File: src/quad_serial_flash_pkg.sv
/*
  Shared constants and types of the quad-lane serial flash reader.
  Assumes it is compiled before every other file of the block.
*/
package quad_serial_flash_pkg;

  // Datapath widths
  localparam int WORD_W = 128;
  localparam int LEN_W = 7;
  localparam int CNT_W = 12;
  localparam int DIV_W = 8;
  localparam int LANE_W = 4;
  localparam int FIFO_DEPTH = 8;

  // Lane modes
  localparam logic [1:0] LANE_SINGLE = 2'h0;
  localparam logic [1:0] LANE_DUAL = 2'h1;
  localparam logic [1:0] LANE_QUAD = 2'h2;

  // Pin configurations
  localparam logic [1:0] PIN_3 = 2'h0;
  localparam logic [1:0] PIN_4 = 2'h1;
  localparam logic [1:0] PIN_6 = 2'h2;

  // Bits moved per falling edge
  localparam logic [2:0] STEP_1 = 3'h1;
  localparam logic [2:0] STEP_2 = 3'h2;
  localparam logic [2:0] STEP_4 = 3'h4;

  // Smallest usable divider: a zero divider behaves as one
  localparam logic [DIV_W-1:0] DIV_MIN = 8'h01;

  // Top bit index of the word, used to left-align transmit data
  localparam logic [LEN_W-1:0] LEN_TOP = 7'h7F;

  // Frame sequencer states, one-hot
  typedef enum logic [4:0] {
    ST_IDLE = 5'h01,
    ST_LEAD = 5'h02,
    ST_SHIFT = 5'h04,
    ST_PUSH = 5'h08,
    ST_TAIL = 5'h10
  } state_type;

endpackage : quad_serial_flash_pkg

File: src/stream_if.sv
/*
  Valid/ready word stream between the sequencer and its FIFO.
  Assumes both ends sit on the same clock.
*/
`timescale 1ns/1ps
interface stream_if #(parameter int W = 128) ();
  logic valid;          // Word offered
  logic ready;          // Word accepted
  logic [W-1:0] data;   // Word contents

  // Producer side
  modport src (output valid, output data, input ready);
  // Consumer side
  modport snk (input valid, input data, output ready);
endinterface : stream_if

File: src/word_fifo.sv
/*
  Synchronous FIFO of received words with valid/ready on both sides.
  Assumes a synchronised active-low reset and a shared clock enable.
*/
`timescale 1ns/1ps
module word_fifo #(
  parameter int W = 128,
  parameter int DEPTH = 8
) (
  // Clock and control
  input wire logic clk_i,
  input wire logic rst_n_i,
  input wire logic ce_i,
  // Streams
  stream_if.snk wr,
  stream_if.src rd
);
  localparam int AW = $clog2(DEPTH);
  // Depth at pointer width, so the fill compare stays unsigned and narrow
  localparam logic [AW:0] DEPTH_N = (AW+1)'(DEPTH);

  // Pointers carry one wrap bit beyond the address
  typedef struct packed {
    logic [AW:0] wp;
    logic [AW:0] rp;
  } fifo_state_type;

  fifo_state_type q_ff;
  fifo_state_type nxt_q;
  logic [W-1:0] mem [DEPTH];  // Word storage
  logic full;
  logic empty;
  logic [AW:0] fill_n;        // Words held, modulo the pointer wrap

  // Full when addresses match and wrap bits differ
  assign full = (q_ff.wp[AW-1:0] == q_ff.rp[AW-1:0]) &&
                (q_ff.wp[AW] != q_ff.rp[AW]);
  assign empty = (q_ff.wp == q_ff.rp);
  assign fill_n = q_ff.wp - q_ff.rp;
  assign wr.ready = !full;
  assign rd.valid = !empty;
  assign rd.data = mem[q_ff.rp[AW-1:0]];

  // Pointer advance on each handshake
  always_comb begin
    nxt_q = q_ff;
    if (wr.valid && !full) begin
      nxt_q.wp = q_ff.wp + 1'b1;
    end
    if (rd.ready && !empty) begin
      nxt_q.rp = q_ff.rp + 1'b1;
    end
  end

  // State register, frozen while the enable is low
  always_ff @(posedge clk_i or negedge rst_n_i) begin
    if (!rst_n_i) begin
      q_ff <= '0;
    end else if (ce_i) begin
      q_ff <= nxt_q;
    end
  end

  // Storage write
  always_ff @(posedge clk_i) begin
    if (ce_i && wr.valid && !full) begin
      mem[q_ff.wp[AW-1:0]] <= wr.data;
    end
  end

  // Guard against a pointer running past the other
  fifo_bound_a: assert property (
    @(posedge clk_i) disable iff (!rst_n_i)
    fill_n <= DEPTH_N)
    else $error("fifo holds more words than its depth");

endmodule : word_fifo

File: src/quad_serial_flash_master.sv
/*
  Quad-lane serial flash reader: frame sequencer, clock divider, lane
  shifters and a buffered read window for received words.
  Assumes configuration inputs come from logic on core_clk_i and are
  stable while busy_o is high; data lanes come from pins.
*/
`timescale 1ns/1ps

// Operation
// - Always master: drives clock and select
// - Reads over one, two or four lanes
// - Host reads words through a window
// - Word length programmable 1 to 128
// - Exactly programmed word count per frame
// - Three, four or six pin wiring
// - Selectable word and frame done events
// - Zero to three periods before data
// - Clock idles low, phase zero
// - Input lanes sampled on falling edge
// - Select active delay-plus-one periods early
// - Select drops two or more periods after last, once the last word is taken
// - Output lane changes on falling edges
// - First bit one period before fall
// - Even divider above zero gives uneven duty
module quad_serial_flash_master (
  // Clock, reset, enable
  input wire logic core_clk_i,
  input wire logic rst_n_i,
  input wire logic ce_i,
  // Frame configuration
  input wire logic start_i,
  input wire logic [1:0] lane_mode_i,
  input wire logic [1:0] pin_mode_i,
  input wire logic [6:0] word_len_i,
  input wire logic [11:0] word_count_i,
  input wire logic [1:0] cs_delay_field_i,
  input wire logic [7:0] clock_divide_value_i,
  input wire logic irq_word_en_i,
  input wire logic irq_frame_en_i,
  input wire logic [127:0] tx_word_i,
  // Serial pins
  output logic sclk_o,
  output logic cs_n_o,
  output logic [3:0] dq_o,
  output logic [3:0] dq_oe_o,
  input wire logic [3:0] dq_i,
  // Read window
  output logic rd_valid_o,
  output logic [127:0] rd_data_o,
  input wire logic rd_ready_i,
  // Status and events
  output logic busy_o,
  output logic irq_word_o,
  output logic irq_frame_o
);

  // Whole state of the sequencer
  typedef struct packed {
    quad_serial_flash_pkg::state_type st;
    logic [1:0] lanes;      // Effective lane mode
    logic [1:0] pins;       // Pin configuration
    logic [7:0] per_m1;     // Period length minus one
    logic [6:0] len_m1;     // Word length minus one
    logic [11:0] cnt_m1;    // Word count minus one
    logic [1:0] dly;        // Select-to-data periods
    logic [7:0] ph;         // Cycle within period
    logic [1:0] lead;       // Lead periods left
    logic tail;             // Second tail period
    logic [7:0] rem;        // Bits left in word
    logic [11:0] words;     // Words done in frame
    logic [127:0] rx;       // Receive shifter
    logic [127:0] tx;       // Transmit shifter
    logic [3:0] s1;         // Lane sync, first stage
    logic [3:0] s2;         // Lane sync, second stage
    logic sclk;
    logic cs_n;
    logic dq0;
    logic oe0;
    logic busy;
    logic irq_w;
    logic irq_f;
    logic push_v;           // Word waiting for the FIFO
    logic out_v;            // Window holds a word
    logic [127:0] out_d;    // Window word
  } master_state_type;

  master_state_type q_ff;
  master_state_type nxt_q;
  logic [1:0] rst_s_ff;     // Reset release synchroniser
  logic rst_n;              // Synchronised reset
  logic pop;                // Window takes a word

  stream_if #(.W(quad_serial_flash_pkg::WORD_W)) wr_if ();
  stream_if #(.W(quad_serial_flash_pkg::WORD_W)) rd_if ();

  // Release reset through two flip-flops
  always_ff @(posedge core_clk_i or negedge rst_n_i) begin
    if (!rst_n_i) begin
      rst_s_ff <= 2'h0;
    end else begin
      rst_s_ff <= {rst_s_ff[0], 1'b1};
    end
  end
  assign rst_n = rst_s_ff[1];

  // Word buffer between shifter and read window
  word_fifo #(
    .W(quad_serial_flash_pkg::WORD_W),
    .DEPTH(quad_serial_flash_pkg::FIFO_DEPTH)
  ) u_fifo (
    .clk_i(core_clk_i),
    .rst_n_i(rst_n),
    .ce_i(ce_i),
    .wr(wr_if),
    .rd(rd_if)
  );
  assign wr_if.valid = q_ff.push_v;
  assign wr_if.data = q_ff.rx;
  assign pop = rd_if.valid && (!q_ff.out_v || rd_ready_i);
  assign rd_if.ready = pop;

  // Left-align a word so its top bit leaves first
  function automatic logic [127:0] align_tx(input logic [127:0] w,
                                            input logic [6:0] lm1);
    align_tx = w << (quad_serial_flash_pkg::LEN_TOP - lm1);
  endfunction : align_tx

  // Period arithmetic
  logic [8:0] per;          // Period in core cycles
  logic [8:0] low_len;      // Low phase length
  logic ph_end;             // Last cycle of a period
  logic [7:0] ph_nx;        // Next cycle index
  logic [2:0] step;         // Bits per falling edge
  logic [3:0] in_bits;      // Sampled lane bits
  logic [127:0] rx_sh;      // Receiver after one edge
  logic [2:0] extra;        // Surplus bits in last edge
  logic last_edge;          // Word ends at this edge
  logic [1:0] eff_lanes;    // Lane mode allowed by wiring
  logic single_out;         // Output lane in use

  assign per = {1'b0, q_ff.per_m1} + 9'h001;
  assign low_len = per - {1'b0, per[8:1]};
  assign ph_end = (q_ff.ph == q_ff.per_m1);
  assign ph_nx = ph_end ? 8'h00 : q_ff.ph + 8'h01;

  // Quad needs six pins, dual four; else single
  always_comb begin
    eff_lanes = quad_serial_flash_pkg::LANE_SINGLE;
    if (lane_mode_i == quad_serial_flash_pkg::LANE_QUAD &&
        pin_mode_i == quad_serial_flash_pkg::PIN_6) begin
      eff_lanes = quad_serial_flash_pkg::LANE_QUAD;
    end else if (lane_mode_i != quad_serial_flash_pkg::LANE_SINGLE &&
                 pin_mode_i != quad_serial_flash_pkg::PIN_3) begin
      eff_lanes = quad_serial_flash_pkg::LANE_DUAL;
    end
  end
  assign single_out = (eff_lanes == quad_serial_flash_pkg::LANE_SINGLE)
                      && (pin_mode_i != quad_serial_flash_pkg::PIN_3);

  // Lane selection; higher lane carries the higher bit
  always_comb begin
    case (q_ff.lanes)
      quad_serial_flash_pkg::LANE_QUAD: begin
        step = quad_serial_flash_pkg::STEP_4;
        in_bits = q_ff.s2;
      end
      quad_serial_flash_pkg::LANE_DUAL: begin
        step = quad_serial_flash_pkg::STEP_2;
        in_bits = {2'h0, q_ff.s2[1:0]};
      end
      default: begin
        step = quad_serial_flash_pkg::STEP_1;
        // Three-pin wiring reads back on lane zero
        in_bits = (q_ff.pins == quad_serial_flash_pkg::PIN_3) ?
                  {3'h0, q_ff.s2[0]} : {3'h0, q_ff.s2[1]};
      end
    endcase
  end
  assign rx_sh = (q_ff.rx << step) | {124'h0, in_bits};
  assign last_edge = ({5'h00, step} >= q_ff.rem);
  assign extra = step - q_ff.rem[2:0];

  // Sequencer next state
  always_comb begin
    nxt_q = q_ff;
    nxt_q.s1 = dq_i;
    nxt_q.s2 = q_ff.s1;
    nxt_q.irq_w = 1'b0;
    nxt_q.irq_f = 1'b0;
    // Word handed to the FIFO
    if (q_ff.push_v && wr_if.ready) begin
      nxt_q.push_v = 1'b0;
    end
    case (q_ff.st)
      quad_serial_flash_pkg::ST_IDLE: begin
        nxt_q.sclk = 1'b0;
        if (start_i) begin
          // Latch configuration and assert select
          nxt_q.lanes = eff_lanes;
          nxt_q.pins = pin_mode_i;
          nxt_q.per_m1 = (clock_divide_value_i <
                          quad_serial_flash_pkg::DIV_MIN) ?
                         quad_serial_flash_pkg::DIV_MIN :
                         clock_divide_value_i;
          nxt_q.len_m1 = word_len_i;
          nxt_q.cnt_m1 = word_count_i;
          nxt_q.dly = cs_delay_field_i;
          nxt_q.lead = cs_delay_field_i;
          nxt_q.cs_n = 1'b0;
          nxt_q.busy = 1'b1;
          nxt_q.ph = 8'h00;
          nxt_q.words = 12'h000;
          nxt_q.rx = '0;
          nxt_q.rem = {1'b0, word_len_i} + 8'h01;
          nxt_q.tx = align_tx(tx_word_i, word_len_i);
          nxt_q.oe0 = single_out;
          if (cs_delay_field_i == 2'h0) begin
            // No delay: data with select
            nxt_q.dq0 = nxt_q.tx[127];
            nxt_q.st = quad_serial_flash_pkg::ST_SHIFT;
          end else begin
            nxt_q.dq0 = 1'b0;
            nxt_q.st = quad_serial_flash_pkg::ST_LEAD;
          end
        end
      end
      quad_serial_flash_pkg::ST_LEAD: begin
        // Clock held low for the programmed periods
        nxt_q.ph = ph_nx;
        if (ph_end) begin
          nxt_q.lead = q_ff.lead - 2'h1;
          if (q_ff.lead == 2'h1) begin
            nxt_q.dq0 = q_ff.tx[127];
            nxt_q.st = quad_serial_flash_pkg::ST_SHIFT;
          end
        end
      end
      quad_serial_flash_pkg::ST_SHIFT: begin
        nxt_q.ph = ph_nx;
        nxt_q.sclk = ({1'b0, ph_nx} >= low_len);
        if (ph_end) begin
          // Falling edge: sample lanes, advance output
          nxt_q.tx = q_ff.tx << 1;
          nxt_q.dq0 = q_ff.tx[126];
          if (last_edge) begin
            nxt_q.rx = rx_sh >> extra;
            nxt_q.push_v = 1'b1;
            nxt_q.irq_w = irq_word_en_i;
            if (q_ff.words == q_ff.cnt_m1) begin
              nxt_q.oe0 = 1'b0;
              nxt_q.tail = 1'b0;
              nxt_q.st = quad_serial_flash_pkg::ST_TAIL;
            end else begin
              nxt_q.st = quad_serial_flash_pkg::ST_PUSH;
            end
          end else begin
            nxt_q.rx = rx_sh;
            nxt_q.rem = q_ff.rem - {5'h00, step};
          end
        end
      end
      quad_serial_flash_pkg::ST_PUSH: begin
        // Clock paused low until the FIFO takes the word
        if (wr_if.ready) begin
          nxt_q.words = q_ff.words + 12'h001;
          nxt_q.rx = '0;
          nxt_q.rem = {1'b0, q_ff.len_m1} + 8'h01;
          nxt_q.tx = align_tx(tx_word_i, q_ff.len_m1);
          nxt_q.dq0 = nxt_q.tx[127];
          nxt_q.ph = 8'h00;
          nxt_q.st = quad_serial_flash_pkg::ST_SHIFT;
        end
      end
      quad_serial_flash_pkg::ST_TAIL: begin
        // Two idle periods and the last word taken, then release select
        nxt_q.ph = ph_nx;
        if (ph_end) begin
          nxt_q.tail = 1'b1;
          if (q_ff.tail && !q_ff.push_v) begin
            nxt_q.cs_n = 1'b1;
            nxt_q.busy = 1'b0;
            nxt_q.irq_f = irq_frame_en_i;
            nxt_q.st = quad_serial_flash_pkg::ST_IDLE;
          end
        end
      end
      default: begin
        nxt_q.st = quad_serial_flash_pkg::ST_IDLE;
      end
    endcase
    // Read window stage
    if (pop) begin
      nxt_q.out_v = 1'b1;
      nxt_q.out_d = rd_if.data;
    end else if (rd_ready_i) begin
      nxt_q.out_v = 1'b0;
    end
  end

  // State register, frozen while the enable is low
  always_ff @(posedge core_clk_i or negedge rst_n) begin
    if (!rst_n) begin
      q_ff <= '0;
      q_ff.st <= quad_serial_flash_pkg::ST_IDLE;
      q_ff.cs_n <= 1'b1;
    end else if (ce_i) begin
      q_ff <= nxt_q;
    end
  end

  // Outputs straight from the state register
  assign sclk_o = q_ff.sclk;
  assign cs_n_o = q_ff.cs_n;
  assign dq_o = {3'h0, q_ff.dq0};
  assign dq_oe_o = {3'h0, q_ff.oe0};
  assign rd_valid_o = q_ff.out_v;
  assign rd_data_o = q_ff.out_d;
  assign busy_o = q_ff.busy;
  assign irq_word_o = q_ff.irq_w;
  assign irq_frame_o = q_ff.irq_f;

  // Helper counters watched by the assertions
  logic [11:0] lead_cyc;
  logic lead_done;
  logic [8:0] hi_cyc;
  logic [11:0] tail_cyc;
  logic [12:0] push_n;
  logic [11:0] lead_exp;
  assign lead_exp = 12'(({10'h000, q_ff.dly} + 12'h001) *
                        {3'h0, per});

  always_ff @(posedge core_clk_i or negedge rst_n) begin
    if (!rst_n) begin
      lead_cyc <= 12'h000;
      lead_done <= 1'b0;
      hi_cyc <= 9'h000;
      tail_cyc <= 12'h000;
      push_n <= 13'h0000;
    end else if (ce_i) begin
      lead_cyc <= q_ff.cs_n ? 12'h000 : lead_cyc + 12'h001;
      lead_done <= !q_ff.cs_n && (lead_done || !q_ff.sclk && hi_cyc != 0);
      hi_cyc <= q_ff.sclk ? hi_cyc + 9'h001 : 9'h000;
      tail_cyc <= (q_ff.st == quad_serial_flash_pkg::ST_TAIL) ?
                  tail_cyc + 12'h001 : 12'h000;
      if (q_ff.st == quad_serial_flash_pkg::ST_IDLE) begin
        push_n <= 13'h0000;
      end else if (wr_if.valid && wr_if.ready) begin
        push_n <= push_n + 13'h0001;
      end
    end
  end

  idle_clock_low_a: assert property (
    @(posedge core_clk_i) disable iff (!rst_n)
    q_ff.cs_n |-> !q_ff.sclk)
    else $error("clock not low while deselected");

  lead_periods_a: assert property (
    @(posedge core_clk_i) disable iff (!rst_n)
    $fell(q_ff.sclk) && !lead_done |-> lead_cyc == lead_exp)
    else $error("first falling edge at wrong distance from select");

  duty_high_a: assert property (
    @(posedge core_clk_i) disable iff (!rst_n)
    $fell(q_ff.sclk) |-> hi_cyc == {1'b0, per[8:1]})
    else $error("clock high phase has wrong length");

  tail_periods_a: assert property (
    @(posedge core_clk_i) disable iff (!rst_n)
    $rose(q_ff.cs_n) |-> tail_cyc >= {2'h0, per, 1'b0})
    else $error("select released before two periods");

  frame_words_a: assert property (
    @(posedge core_clk_i) disable iff (!rst_n)
    $rose(q_ff.cs_n) |-> push_n == {1'b0, q_ff.cnt_m1} + 13'h0001)
    else $error("frame ended with wrong word count");

  out_on_fall_a: assert property (
    @(posedge core_clk_i) disable iff (!rst_n)
    q_ff.st == quad_serial_flash_pkg::ST_SHIFT &&
    $past(q_ff.st) == quad_serial_flash_pkg::ST_SHIFT &&
    $changed(q_ff.dq0) |-> $fell(q_ff.sclk))
    else $error("output lane moved off a falling edge");

  push_after_fall_a: assert property (
    @(posedge core_clk_i) disable iff (!rst_n)
    $rose(q_ff.push_v) |-> $past(q_ff.sclk) && !q_ff.sclk)
    else $error("word captured away from a falling edge");

  three_pin_a: assert property (
    @(posedge core_clk_i) disable iff (!rst_n)
    q_ff.pins == quad_serial_flash_pkg::PIN_3 || q_ff.cs_n |->
    q_ff.oe0 == 1'b0)
    else $error("lane driven in three-pin wiring or when idle");

  word_event_a: assert property (
    @(posedge core_clk_i) disable iff (!rst_n)
    q_ff.irq_w |-> $rose(q_ff.push_v))
    else $error("word event without a finished word");

  frame_done_c: cover property (@(posedge core_clk_i) disable iff (!rst_n)
    $rose(q_ff.irq_f));
  quad_read_c: cover property (@(posedge core_clk_i) disable iff (!rst_n)
    q_ff.lanes == quad_serial_flash_pkg::LANE_QUAD && q_ff.push_v);
  fifo_stall_c: cover property (@(posedge core_clk_i) disable iff (!rst_n)
    q_ff.st == quad_serial_flash_pkg::ST_PUSH && !wr_if.ready);
  long_lead_c: cover property (@(posedge core_clk_i) disable iff (!rst_n)
    q_ff.dly == 2'h3 && $fell(q_ff.sclk) && !lead_done);

endmodule : quad_serial_flash_master

File: config.mk
export PLATFORM = sky130hd
export DESIGN_NAME = quad_serial_flash_master
export DESIGN_NICKNAME = d
export VERILOG_FILES = /design/src/quad_serial_flash_pkg.sv /design/src/stream_if.sv /design/src/word_fifo.sv /design/src/quad_serial_flash_master.sv
export SDC_FILE = /design/constraint.sdc
export NUM_CORES = 2
export LEC_CHECK = 0
export BUFFER_PORTS_ARGS = -buffer_cell sky130_fd_sc_hd__buf_4
export CAP_MARGIN = 20
export CORE_MARGIN = 2
export CORE_UTILIZATION = 50
export DETAILED_ROUTE_END_ITERATION = 12
export HOLD_SLACK_MARGIN = 0.03
export PLACE_DENSITY = 0.73
export SYNTH_ARGS = -nofsm -noshare
export SYNTH_HDL_FRONTEND = slang
export SYNTH_SLANG_ARGS = --single-unit
File: constraint.sdc
create_clock -name core_clk_i -period 39.2 [get_ports core_clk_i]
set_clock_uncertainty 0.1 [all_clocks]
set_input_delay 3.92 -clock core_clk_i [delete_from_list [all_inputs] [get_ports core_clk_i]]
set_output_delay 3.92 -clock core_clk_i [all_outputs]
set_load 0.05 [all_outputs]
==> run metrics <==
GR Util All Layers about a third; fill count 13731; crit share post-route between 10% and 20%; Hold Path Depth 0; Final WS setup between 30000 and 40000 ps; synthesized area per cell roughly 13 µm²; total wire length roughly 280000 µm; Setup crit start kind input port; worst skew pair latency 820 ps; largest cells by area after synthesis edfxtp_1 (36%), mux4_2 (18%), dfrtp_1 (14%); Root Buffer Master clkbuf_16; worst slew pin tran 1300 ps; RSZ-0062 raised after global routing no; #FFs+latches synth between 1500 and 2000; Slew Limit Fails 0; Layout Area Growth over Synthesis 9.85%; Placer Congestion about 1.0; CTS buffer count approximately 150; Setup Viol. Count Final 0; die height around 420 µm; drt wl/cell roughly 32 µm; CP Class input port to flop; Hold-fix buffers, CTS 0; Synth Cell Area ~86000 µm²; fraction of layout cells with a size suffix above 1 about 27%; gr ovfl total 0; DRT Pass-1 Iters 8; EDFF count, synth ~1000; Final Power roughly 6.9 mW; FMAX between 100 and 150 MHz; WP data arrival about 8000 ps; pwr/cell area 72.6 nW/µm²; Mapped Cells 6571; Via density 6.94; top-area cell type share of the netlist area around 36%; CP endpoint kind flop; initial antenna violation count 8; CP required around 40000 ps; area leader, netlist edfxtp_1; Residual DRC 0; Starting DRT DRC Count roughly 8500; pre-CTS setup slack about 31000 ps; I/O pin count roughly 310; Final Critical Period between 7000 and 8000 ps; post-CTS sizing 0; row count 152; Layout Nets 6700; Cell Count Post-Placement ~8600; Bufs and invs on worst path 2; Worst path depth 9; Layout Cells excl Fill 8943; number of global-route vias before repair around 60000; setup slack, reg-to-reg between 30000 and 40000 ps; postcts setup bufs 0; Ys Warns 0; first-pass GRT wire length 416000 µm; initial core utilization 50.3%; Chip Width between 400 and 500 µm; Leak Pwr about 34 nW; CP cell instances clkbuf_8 -> buf_4 -> mux4_2 -> mux2_2 -> mux2i_1 -> nor2_1 -> a311oi_1 -> nand3_1 -> o32a_1; max_cap viols 0; setup tns final 0 ps; Worst R2R Path Depth 12; Core Area 172000 µm²; highest ir drop seen on vdd roughly 95 µV; Rel. slew slack approximately an eighth; CTS tree built; Post-synth top flop edfxtp_1; HP Class flop to flop; Routed Antenna Nets 0; CTS sink cnt about 1500; Via Count 62022; status complete, no violations; CP top delay family buffers and inverters; synth unique cells 84; port bufs between 300 and 400; H-tree Lvls 4; hpwl dp ~190000 µm; asr flop ratio synth between 30% and 40%; Final Hold Viols 0; CP peak stage delay 760 ps; critical path fanouts, max 92; Die Area 176000 µm²; hold slack ~250 ps; CTS Buffer Depth 3; CTS clk-pin slew, worst paths 60 ps; CP max-delay cell buf_4; pin count of the biggest net entering global routing 154; Seq/Total Area, Yosys 49.4%
==> synth_stat cells (17+ instances only) <==
library cell,number
nand2_1,374
nand4_1,17
edfxtp_1,1024
mux2i_1,560
o211ai_1,47
o221ai_1,19
a22oi_1,49
buf_4,144
a211oi_1,38
and3_1,20
xor2_1,22
a221o_1,122
a31oi_1,74
a221oi_1,44
a21oi_1,263
mux4_2,690
nor3_1,52
nand2b_1,18
dfrtp_1,476
o22ai_1,173
inv_1,41
nor2_1,857
nand3_1,61
buf_1,111
clkbuf_1,337
mux2_2,362
buf_2,80
o21ai_0,153
ha_1,30
xnor2_1,43
==> routing by layer <==
layer | part of all wire (%) | GRT usage (%)
met5 | 0.0088 | 0
met4 | 5.9 | 16.4
met3 | 10 | 7.84
met2 | 46 | 48.8
met1 | 38 | 42.7
==> cells in the final DEF, fill, tap and decap left out, types with 152 or more instances in the layout <==
cell type,netlist,layout
mux2i_1,560,560
o21ai_0,153,152
dfrtp_1,476,467
clkbuf_16,0,154
edfxtp_1,1024,1024
nor2_1,857,854
nand2_1,374,372
mux2_2,362,362
o22ai_1,173,173
a21oi_1,263,261
buf_4,144,432
mux4_2,690,690
==> area by class of cell <==
type                       instances  area (µm²)  area share, %
clock buffer                     202        4100           4.32
sequential                      1502       42700           45.0
clock inverter                    83         980           1.03
inverter                          50         205          0.216
antenna                            7        17.5         0.0185
timing repair buffer             445        3490           3.67
multi-input combinational       4344       40500           42.7
tap                             2310        2890           3.05
==> worst register-to-register path, cell delays in order, from the launching register on <==
cell      delay, ps
dfrtp_1         430
inv_1           200
ha_4            650
clkinv_1        850
ha_1            680
nor2b_1         180
nor3_1          360
o21ai_0         360
nor3_1          800
nand2_4         440
buf_4           590
nor2_1          300
a221o_1         160
==> worst paths after layout <==
check / start / endpoint
worst max-delay path: word_len_i[0] / q_ff[260]$_DFFE_PN0P_
worst min-delay path: rst_s_ff[0]$_DFF_PN0_ / rst_s_ff[1]$_DFF_PN0_
worst max register to register: q_ff[463]$_DFFE_PN0P_ / wr_if.data[37]$_DFFE_PN0P_
worst min register to register: rst_s_ff[0]$_DFF_PN0_ / rst_s_ff[1]$_DFF_PN0_
max in group asynchronous: rst_s_ff[1]$_DFF_PN0_ / rd_data_o[127]$_DFFE_PN0P_
min in group asynchronous: rst_s_ff[1]$_DFF_PN0_ / q_ff[181]$_DFFE_PN0P_
==> sequential cells by signal, summed over array words and instances, names as in the netlist <==
register	count
rd_valid_o	1
cs_n_o	1
rd_data_o	128
irq_frame_o	1
rst_s_ff	2
irq_word_o	1
q_ff	199
dq_oe_o	1
u_fifo.mem	1024
wr_if.valid	1
dq_o	1
busy_o	1
nxt_q	4
u_fifo.q_ff	8
wr_if.data	128
sclk_o	1
==> power breakdown <==
group	total, mW	switching, mW	leakage, nW	internal [mW]
Combinational	3.36	2.15	15.5	1.21
Sequential	2.04	0.195	16.5	1.84
Clock	1.49	0.640	2.46	0.851
Total	6.89	2.99	34.4	3.90
==> logic make-up after synthesis <==
family / Yosys count / synth area share (%)
flops: 1502 / 49.4
other cells: 2 / 0.00869
simple gates: 1474 / 6.98
mux: 1612 / 29.2
compound gates: 1154 / 9.24
buf+inv: 730 / 4.00
fa+ha+maj: 32 / 0.481
xor+xnor: 65 / 0.659
==> through the flow <==
step	area, µm²	utilization (%)
floorplan	86400	-
global placement	89700	52.2
detailed placement	89700	52.2
CTS	94800	55.2
global route	94900	55.3
finish	94900	55.3
No activity file was read; power rests on OpenSTA's default activity.
